$ cat config.mk
export PLATFORM = sky130hd
export DESIGN_NAME = watchdog_channel_one_control
export DESIGN_NICKNAME = d
export VERILOG_FILES = /design/src/logic/watchdog_channel_one_control.v
export VERILOG_INCLUDE_DIRS = /design/src /design/src/logic
export SDC_FILE = /design/constraint.sdc
export NUM_CORES = 1
export LEC_CHECK = 0
export BUFFER_PORTS_ARGS = -buffer_cell sky130_fd_sc_hd__buf_2
export CAP_MARGIN = 15
export CORE_MARGIN = 5
export CORE_UTILIZATION = 38
export DETAILED_ROUTE_END_ITERATION = 10
export HOLD_SLACK_MARGIN = 0.1
export MAX_ROUTING_LAYER = met4
export PLACE_DENSITY = 0.57
export SLEW_MARGIN = 10
export SYNTH_ARGS = -nofsm -noshare
export SYNTH_HDL_FRONTEND = slang
export SYNTH_SLANG_ARGS = --single-unit
$ cat constraint.sdc
create_clock -name clock -period 4.6 [get_ports clock]
set_input_delay 0.69 -clock clock [delete_from_list [all_inputs] [get_ports clock]]
set_output_delay 0.69 -clock clock [all_outputs]
set_load 0.02 [all_outputs]
$ cat src/logic/wdt1_consts.vh
// constants for the second watchdog / interval timer channel
`ifndef WDT1_CONSTS_VH
`define WDT1_CONSTS_VH
// write keys carried in the high byte of a word write
`define KEY_COUNTER 8'h5A
`define KEY_CONTROL 8'hA5
// control/status field positions
`define BIT_OVERFLOW 7
`define BIT_MODE 6
`define BIT_RUN 5
`define BIT_PRESCALER 4
`define BIT_ACTION 3
`define CKS_HI 2
`define CKS_LO 0
// reset values and counter maximum
`define CONTROL_RESET 8'h00
`define COUNTER_RESET 8'h00
`define COUNTER_MAX 8'hFF
// watchdog reset pulse lengths in system clocks
`define INTERNAL_RESET_CLOCKS 10'h206
`define RESET_PIN_CLOCKS 10'h084
`endif

$ cat src/logic/watchdog_channel_one_control.v
// control, counter and overflow logic of the second watchdog / interval timer channel
//
// Notes on behaviour
// - counter wrap FF to 00 sets overflow flag
// - watchdog internal reset clears the overflow flag
// - flag clears by zero write after read
// - writing run enable zero clears the flag
// - writing one to the flag does nothing
// - mode bit six: interval zero, watchdog one
// - run enable one starts counting selected clock
// - run enable zero stops, zeroes the counter
// - bit four picks system or sub prescaler
// - action bit three: interrupt zero, reset one
// - system prescaler code 000 divides by two
// - sub prescaler code 111 divides by 256
// - eight bit readable writable up counter
// - keyed word writes: 5A counter, A5 control
// - reset 518 clocks, pin low 132 clocks
// - interval interrupt rises with overflow flag
`timescale 1ns/1ns
`include "wdt1_consts.vh"

module watchdog_channel_one_control (
  input wire clock,
  input wire srst,
  input wire write_strobe,
  input wire [15:0] write_word,
  input wire read_strobe,
  input wire read_select_counter,
  input wire sub_clock_in,
  output reg [7:0] read_data,
  output wire interval_overflow_interrupt,
  output reg nmi_request,
  output reg internal_reset_request,
  output reg reset_output_pin_n
);

  // control/status fields
  reg overflow_flag; // sticky overflow
  reg timer_mode_select; // 0 interval, 1 watchdog
  reg timer_run_enable; // counter runs while set
  reg prescaler_source_select; // 0 system, 1 sub-clock
  reg overflow_action; // 0 nmi, 1 internal reset
  reg [2:0] clock_divider_select; // tap code
  reg [7:0] watchdog_counter; // the up counter
  reg clear_armed; // flag was read as one
  reg [16:0] system_clock_prescaler; // free running on clock
  reg [7:0] sub_clock_prescaler; // advanced on sub-clock edges
  reg sub_sync_a; // synchroniser first stage
  reg sub_sync_b; // synchroniser second stage
  reg sub_sync_c; // delayed copy for edge detect
  reg [9:0] internal_reset_count; // remaining internal reset clocks
  reg [9:0] pin_count; // remaining pin low clocks

  wire [7:0] control_value;
  wire counter_write;
  wire control_write;
  wire sub_edge;
  wire count_tick;
  wire overflow_event;
  wire internal_reset_active;

  // system prescaler tap: a tick every 2^(k+1) clocks when low k+1 bits are ones
  function system_tap_hit;
    input [16:0] cnt;
    input [2:0] sel;
    begin
      case (sel)
        3'h0: system_tap_hit = &cnt[0:0]; // divide by 2
        3'h1: system_tap_hit = &cnt[5:0]; // divide by 64
        3'h2: system_tap_hit = &cnt[6:0]; // divide by 128
        3'h3: system_tap_hit = &cnt[8:0]; // divide by 512
        3'h4: system_tap_hit = &cnt[10:0]; // divide by 2048
        3'h5: system_tap_hit = &cnt[12:0]; // divide by 8192
        3'h6: system_tap_hit = &cnt[14:0]; // divide by 32768
        default: system_tap_hit = &cnt[16:0]; // divide by 131072
      endcase
    end
  endfunction

  // sub prescaler tap: divide by 2^(sel+1), monotonic over the codes
  function sub_tap_hit;
    input [7:0] cnt;
    input [2:0] sel;
    begin
      case (sel)
        3'h0: sub_tap_hit = &cnt[0:0];
        3'h1: sub_tap_hit = &cnt[1:0];
        3'h2: sub_tap_hit = &cnt[2:0];
        3'h3: sub_tap_hit = &cnt[3:0];
        3'h4: sub_tap_hit = &cnt[4:0];
        3'h5: sub_tap_hit = &cnt[5:0];
        3'h6: sub_tap_hit = &cnt[6:0];
        default: sub_tap_hit = &cnt[7:0]; // divide by 256
      endcase
    end
  endfunction

  // keyed decode of the shared write address
  assign counter_write = write_strobe && (write_word[15:8] == `KEY_COUNTER);
  assign control_write = write_strobe && (write_word[15:8] == `KEY_CONTROL);

  assign control_value = {overflow_flag, timer_mode_select, timer_run_enable,
                          prescaler_source_select, overflow_action, clock_divider_select};

  assign sub_edge = sub_sync_b && !sub_sync_c;
  assign internal_reset_active = internal_reset_request;

  // counting clock chosen by prescaler source
  assign count_tick = prescaler_source_select ?
                      (sub_edge && sub_tap_hit(sub_clock_prescaler, clock_divider_select)) :
                      system_tap_hit(system_clock_prescaler, clock_divider_select);

  // a counter write in the same cycle wins over the increment
  assign overflow_event = timer_run_enable && count_tick && !counter_write &&
                          (watchdog_counter == `COUNTER_MAX);

  // interrupt follows the flag, so it rises in the cycle the flag shows set
  assign interval_overflow_interrupt = overflow_flag && !timer_mode_select;

  // sub-clock pin synchroniser and edge detect
  always @(posedge clock) begin
    if (srst) begin
      sub_sync_a <= 1'b0;
      sub_sync_b <= 1'b0;
      sub_sync_c <= 1'b0;
    end else begin
      sub_sync_a <= sub_clock_in;
      sub_sync_b <= sub_sync_a;
      sub_sync_c <= sub_sync_b;
    end
  end

  // prescalers run freely so that a tap change takes effect at once
  always @(posedge clock) begin
    if (srst) begin
      system_clock_prescaler <= 17'h0_0000;
      sub_clock_prescaler <= 8'h00;
    end else begin
      system_clock_prescaler <= system_clock_prescaler + 17'h0_0001;
      if (sub_edge) begin
        sub_clock_prescaler <= sub_clock_prescaler + 8'h01;
      end
    end
  end

  // control fields; the watchdog internal reset restores them like a chip reset
  always @(posedge clock) begin
    if (srst || internal_reset_active) begin
      timer_mode_select <= 1'b0;
      timer_run_enable <= 1'b0;
      prescaler_source_select <= 1'b0;
      overflow_action <= 1'b0;
      clock_divider_select <= 3'h0;
    end else if (control_write) begin
      timer_mode_select <= write_word[`BIT_MODE];
      timer_run_enable <= write_word[`BIT_RUN];
      prescaler_source_select <= write_word[`BIT_PRESCALER];
      overflow_action <= write_word[`BIT_ACTION];
      clock_divider_select <= write_word[`CKS_HI:`CKS_LO];
    end
  end

  // the counter
  always @(posedge clock) begin
    if (srst || internal_reset_active) begin
      watchdog_counter <= `COUNTER_RESET;
    end else if (!timer_run_enable || (control_write && !write_word[`BIT_RUN])) begin
      watchdog_counter <= `COUNTER_RESET;
    end else if (counter_write) begin
      watchdog_counter <= write_word[7:0];
    end else if (count_tick) begin
      watchdog_counter <= watchdog_counter + 8'h01;
    end
  end

  // overflow flag: a new overflow wins over any clear in the same cycle
  always @(posedge clock) begin
    if (srst || internal_reset_active) begin
      overflow_flag <= 1'b0;
      clear_armed <= 1'b0;
    end else if (overflow_event) begin
      overflow_flag <= 1'b1;
      clear_armed <= 1'b0;
    end else if (control_write && !write_word[`BIT_RUN]) begin
      overflow_flag <= 1'b0;
      clear_armed <= 1'b0;
    end else if (control_write && !write_word[`BIT_OVERFLOW] && clear_armed) begin
      overflow_flag <= 1'b0;
      clear_armed <= 1'b0;
    end else if (read_strobe && !read_select_counter && overflow_flag) begin
      clear_armed <= 1'b1;
    end
    // a one written to the flag is simply not stored
  end

  // overflow actions and the watchdog reset pulses
  always @(posedge clock) begin
    if (srst) begin
      nmi_request <= 1'b0;
      internal_reset_request <= 1'b0;
      reset_output_pin_n <= 1'b1;
      internal_reset_count <= 10'd0;
      pin_count <= 10'd0;
    end else begin
      nmi_request <= overflow_event && timer_mode_select && !overflow_action;
      if (overflow_event && timer_mode_select && overflow_action) begin
        internal_reset_request <= 1'b1;
        reset_output_pin_n <= 1'b0;
        internal_reset_count <= `INTERNAL_RESET_CLOCKS - 10'd1;
        pin_count <= `RESET_PIN_CLOCKS - 10'd1;
      end else begin
        // the two lengths run side by side from the same start
        if (internal_reset_count != 10'd0) begin
          internal_reset_count <= internal_reset_count - 10'd1;
        end else begin
          internal_reset_request <= 1'b0;
        end
        if (pin_count != 10'd0) begin
          pin_count <= pin_count - 10'd1;
        end else begin
          reset_output_pin_n <= 1'b1;
        end
      end
    end
  end

  // registered read port; control/status reserved bits do not exist here
  always @(posedge clock) begin
    if (srst) begin
      read_data <= 8'h00;
    end else if (read_strobe) begin
      read_data <= read_select_counter ? watchdog_counter : control_value;
    end
  end

endmodule // watchdog_channel_one_control

==> reports/metrics.cfg, run 1 <==
[power]
power_leakage_uw=0.00158
powerDensity_nw_per_um2=427
peakVddDrop_mv=0.188

[routing]
met2_length_mm=3.56
ant_nets=0
vias=2965
route.detailed.drc=0
route.met3.wl_um=350
drt_iter0_drc=125
drtPass1Iterations=5
wire_per_inst_um=13.5
drt-total-wl_mm=7.72
routedLengthMet1_mm=3.73
routed.top_layer=met4
vias_per_cell=5.18

[synth]
synth.top_cell.area_share_pct=41.6
synth-main-ff-cell=dfxtp_1
ys_ff_latch=76
synthArstFlopShare_pct=0
yosys-top-cells-count=dfxtp_1 (76), nor2_1 (55), nand2_1 (25)
netlist_area_um2=3650
syn_inst=414
synth_area_leaders=dfxtp_1 (42%), mux2i_1 (5.8%), nor2_1 (5.6%)
yosysTopAreaCell=dfxtp_1
synth_cell_types=57
synth.most_common_cell=dfxtp_1
syn_nets=446
syn_avg_cell_area_um2=8.83
synth_edf_count=0
yosysSeqAreaShare_pct=41.6
yosysWarnings=0

[place]
place_inst=556
io_buffers=33
routabilityCongestion=0.833
place_hpwl_mm=5.48

[critical_path]
critPathCaptureType=register
required_ns=4.80
start_kind=register
r2r-start=system_clock_prescaler[0]
reg2reg_depth=11
r2r_setup_slack_ns=1.64
critPathArrivalTime_ns=3.16
critical_path.slowest_cell=nor3_2
slowest_delay_ns=0.78
r2r-end=internal_reset_count[5]
path_class=reg2reg
crit_chain=ha_1 > inv_1 > nor2_1 > and3_1 > ha_1 > nor2_1 > o21ai_0 > a21oi_1 > o221a_2 > nor3_2 > nor3_1
crit_path_max_fanout=14

[hold_path]
hp-class=reg2reg
min_from=sub_sync_a
hold_depth=1
hold_path_end=sub_sync_b

[global_route]
grt-ovfl-total=0
grt_start_max_net_pins=61
antenna_found_initial=0
grt_use_total_pct=14.0
grt_pass1_vias=2814
grt_pass1_wl_mm=12.9

[sta]
worstMarginPinSlew_ns=0.897
hold_viol_final=0
fmax_mhz=338
finalSetupViolCount=0
relSlewSlack_pct=39.9
slew_violations=0
min_period_ns=2.96
period_share_pct=64.3
whs_ns=0.442
fin_skew_ns=0.0132
rsz0062_at_grt=no
fin_setup_tns_ns=0

[floorplan]
die_y_um=108
rows=35
die_x_um=108
core_area_um2=9330
io_pins=34
die-area_um2=11700
start_util_pct=39.2

[clock_tree]
cts_buffer_depth=2
cts_buffers=9
clock_latency_ns=0.35
cts.clk_slew.worst_paths_ns=0.08
ctsHoldBuffers=0
cts_tree=built
cts.sinks=76
ctsResizeCount=0
root_buffer=clkbuf_8
htreeDepth=3
post_cts_buffers=0

[layout]
final_cells=572
nets=470
drive_above_1_share_pct=13.8
area_delta_synth_final_pct=12.4
antenna_cells=0

[job]
maxCapViolCount=0

[status]
status=finished clean

[critical path, delay by kind of cell (launching register included)]
family          cells  cell delay (ns)
flops               1             0.38
buf+inv             1             0.08
simple gates        5             1.35
fa+ha+maj           2             0.36
compound gates      3             0.63
[sequential cells by signal, indices dropped and copies added, names as in the netlist]
register and count:
sub_sync_b 1, timer_mode_select 1, reset_output_pin_n 1, sub_clock_prescaler 8, overflow_action 1, overflow_flag 1, clear_armed 1, system_clock_prescaler 17
sub_sync_c 1, watchdog_counter 8, timer_run_enable 1, prescaler_source_select 1, pin_count 10, internal_reset_request 1, read_data 8, clock_divider_select 3
internal_reset_count 10, nmi_request 1, sub_sync_a 1
[worst max path at each step]
stage,start,end,slack [ns],cells past startpoint
finish,system_clock_prescaler[0],internal_reset_count[5],1.64,11
global route,system_clock_prescaler[0],internal_reset_count[4],1.34,11
CTS,system_clock_prescaler[0],internal_reset_count[4],1.63,11
detailed placement,write_word[11],watchdog_counter[3],1.61,6
global placement,write_word[11],watchdog_counter[3],1.66,6
floorplan,system_clock_prescaler[0],nmi_request,2.27,12
[per-layer routing]
metal	GRT usage, %	vias up
li1	-	1522
met1	17.4	1376
met2	22.4	59
met3	4.06	8
met4	3.34	0
met5	-	-
[metrics by stage]
step / instance area (um2) / utilization, % / power (uW) / setup slack, ns
2_1_floorplan: 3650 / - / 1160 / 2.27
3_3_place_gp: 3900 / 41.8 / 1240 / 1.66
3_5_place_dp: 3900 / 41.8 / 1240 / 1.61
4_1_cts: 4110 / 44.0 / 1790 / 1.63
5_1_grt: 4110 / 44.0 / 1870 / 1.34
6_report: 4110 / 44.0 / 1760 / 1.64
[where the power goes]
part | leakage, uW | switching, uW | internal [uW]
registers | 0.000619 | 51.2 | 724
clock network | 0.0000995 | 258 | 270
logic | 0.000857 | 244 | 209
[cell families (layout without fill, tap and decap cells)]
| logic type | after synthesis | in the layout | synth area share, % |
|---|---|---|---|
| AOI/OAI and AO/OA | 55 | 55 | 10.2 |
| DFF | 76 | 76 | 41.6 |
| adders and majority gates | 10 | 10 | 3.42 |
| muxes | 23 | 23 | 6.37 |
| and+or+nand+nor | 189 | 189 | 27.7 |
| xor gates and xnor gates | 30 | 30 | 7.19 |
| buffers and inverters | 31 | 60 | 3.49 |
[cell type report]
type	count	area, um2
fill	945	5220
multi-input combinational	307	2010
sequential	76	1520
timing repair buffer	34	173
tap	129	161
clock buffer	10	138
clock inverter	6	71.3
inverter	10	37.5
[layout by cell type, fill, tap and decap left out, types with 3 or more instances in the layout]
cell type / instances
nor3_1: 20
clkbuf_8: 10
a21oi_1: 17
dfxtp_1: 76
inv_1: 10
nand2_1: 25
o211ai_1: 3
o21ai_0: 7
xnor2_1: 18
nand3b_1: 3
nor4_1: 7
nand3_1: 21
nor2b_1: 11
nand4_1: 6
buf_2: 33
a211oi_1: 9
nand2b_1: 8
xor2_1: 12
or3_1: 3
nor2_1: 55
ha_1: 10
and3_1: 5
mux2i_1: 21
or4_1: 5
Note: power is estimated with default switching activity, not from simulation.
==> run 2, diff against run 1 <==
Settings changed: ABC_AREA set to 1, PLACE_DENSITY 0.57 to 0.59.
Clock period 4.6 ns to 2.7 ns, I/O delays scaled along.
==> run 2 against run 1 <==
  * Design area increased by 4.1%
  * Non-clock buffer count increased by 2
  * Largest power group unchanged
  * Hold slack got worse by 0.19 ns
  * Sequential cell count unchanged
  * Total power increased by 81%
  * Utilization increased by 0.12 points
  * Critical path type unchanged
  * Setup slack got worse by 1.2 ns
==> reports/metrics.cfg, run 2 <==
[sta]
finalSetupViolCount=0
hold_viol_final=0
worstMarginPinSlew_ns=0.896
min_period_ns=2.25
rsz0062_at_grt=no
fin_skew_ns=0.0133
fin_setup_tns_ns=0
period_share_pct=83.2
slew_violations=0
relSlewSlack_pct=40.2
fmax_mhz=445

[routing]
vias=3363
ant_nets=0
vias_per_cell=4.80
drt_iter0_drc=157
wire_per_inst_um=11.7
route.detailed.drc=0
drtPass1Iterations=4
drt-total-wl_mm=8.19

[synth]
netlist_area_um2=3750
yosysTopAreaCell=dfxtp_1
synth.most_common_cell=nand2_1
synth_top_family_by_area=simple AND/OR/NAND/NOR gates
synthAdderAreaFrac_pct=3.34
synth_xor_area_share_pct=3.97
syn_inst=524
yosysSeqAreaShare_pct=40.6
synth_cell_types=34
synth.top_cell.area_share_pct=40.6
syn_nets=556
synthSimpleGateAreaFrac_pct=31.9
yosysWarnings=0
synth_compound_area_share_pct=11.1
syn_avg_cell_area_um2=7.16
muxShareOfSynthArea_pct=0.834
synth_edf_count=0
ys_ff_latch=76
yosys-top-cells-count=nand2_1 (96), nor2_1 (87), dfxtp_1 (76)
synth-main-ff-cell=dfxtp_1
synth_area_leaders=dfxtp_1 (41%), nand2_1 (9.6%), nor2_1 (8.7%)
synthArstFlopShare_pct=0

[clock_tree]
cts_buffer_depth=2
cts.clk_slew.worst_paths_ns=0.09
root_buffer=clkbuf_8
clock_latency_ns=0.36
ctsResizeCount=0
cts.sinks=76
post_cts_buffers=0
htreeDepth=3
ctsHoldBuffers=0
cts_buffers=9
cts_tree=built

[power]
powerDensity_nw_per_um2=742
power_uw=3170
power_leakage_uw=0.00191
peakVddDrop_mv=0.261

[layout]
drive_above_1_share_pct=14.3
regMostFlops=system_clock_prescaler
antenna_cells=0
final_util_pct=44.2
final_cells=701
largest_reg_flops=17
final_cell_mix=nand2_1 (96), nor2_1 (87), dfxtp_1 (76), inv_1 (65), a21oi_1 (38)
largestRegisters=system_clock_prescaler x17, internal_reset_count x10, pin_count x10
area_delta_synth_final_pct=14.0
nets=595
final_common_cell=nand2_1

[place]
routabilityCongestion=0.871
io_buffers=33
place_inst=685
place_hpwl_mm=6.16

[critical_path]
crit_chain=ha_1 > nand2_1 > nor2_2 > nand2_1 > clkinv_1 > nand2_1 > nor2_1 > ha_1 > nor2_1 > nor2_1 > nand2_4 > nand2_4 > nand4_4 > nand2_4 > nor2_1
required_ns=2.96
path_class=reg2reg
reg2reg_depth=15
r2r-start=system_clock_prescaler[0]
crit_start=system_clock_prescaler[0]
start_kind=register
critical_path.slowest_cell=dfxtp_1
slowest_delay_ns=0.38
critPathCaptureType=register
critPathArrivalTime_ns=2.51
crit_top_cell=nor2_1
crit_path_max_fanout=14

[global_route]
grt_use_total_pct=15.5
antenna_found_initial=0
grt_pass1_wl_mm=14.3
grt-ovfl-total=0
grt_start_max_net_pins=27
grt_pass1_vias=3159

[job]
maxCapViolCount=0

[floorplan]
io_pins=34
start_util_pct=38.7
die_x_um=109
core_area_um2=9680
die-area_um2=12000
rows=36
die_y_um=109

[hold_path]
hold_depth=3
hp-class=in2reg
min_from=sub_clock_in

[status]
status=finished clean

-- run 2: report_power, final --
part | switching (uW) | internal [uW] | total [uW]
Clock | 448 | 525 | 973
Sequential | 89.2 | 1250 | 1340
Combinational | 511 | 354 | 865
-- run 2: per-layer routing --
layer,global-route usage [%],vias to the layer above,wire length (um)
li1,-,1768,-
met1,20.6,1527,4110
met2,23.2,54,3550
met3,3.35,14,379
met4,6.14,0,148
met5,-,-,0
-- run 2: per-stage QoR --
| stage | area [um2] | worst slack [ns] | hold slack [ns] |
|---|---|---|---|
| after CTS | 4280 | 0.430 | 0.233 |
| after floorplan | 3750 | 0.667 | 0.388 |
| after detailed placement | 4050 | 0.430 | 0.400 |
| after global placement | 4050 | 0.497 | 0.390 |
| after global routing | 4280 | 0.178 | 0.247 |
| final | 4280 | 0.453 | 0.252 |
-- run 2: path summary, 6_finish.rpt --
path                            slack [ns]            to
worst max register to register        0.45  pin_count[4]
worst min register to register        0.41    sub_sync_b
worst max-delay path                  0.45  pin_count[4]
worst min-delay path                  0.25    sub_sync_a
-- run 2: cells by family after synthesis --
logic type               Yosys count
AND/OR/NAND/NOR                  262
AO/OA/AOI/OAI                     78
buffers and inverters             78
flip-flops                        76
XOR/XNOR                          17
adder cells (fa/ha/maj)           10
multiplexers                       3
-- run 2: layout make-up --
cell class                      instances  area [um2]
Fill cell                            1013        5410
Multi-Input combinational cell        370        1920
Sequential cell                        76        1520
Inverter                               70         263
Timing Repair Buffer                   36         188
Tap cell                              133         166
Clock buffer                            9         124
Clock inverter                          7        98.8
-- run 2: critical path, delay by kind of cell (launching register included) --
kind | cells | cell delay (ns)
and+or+nand+nor | 12 | 1.34
DFF | 1 | 0.38
adders and majority gates | 2 | 0.35
buffers and inverters | 1 | 0.09
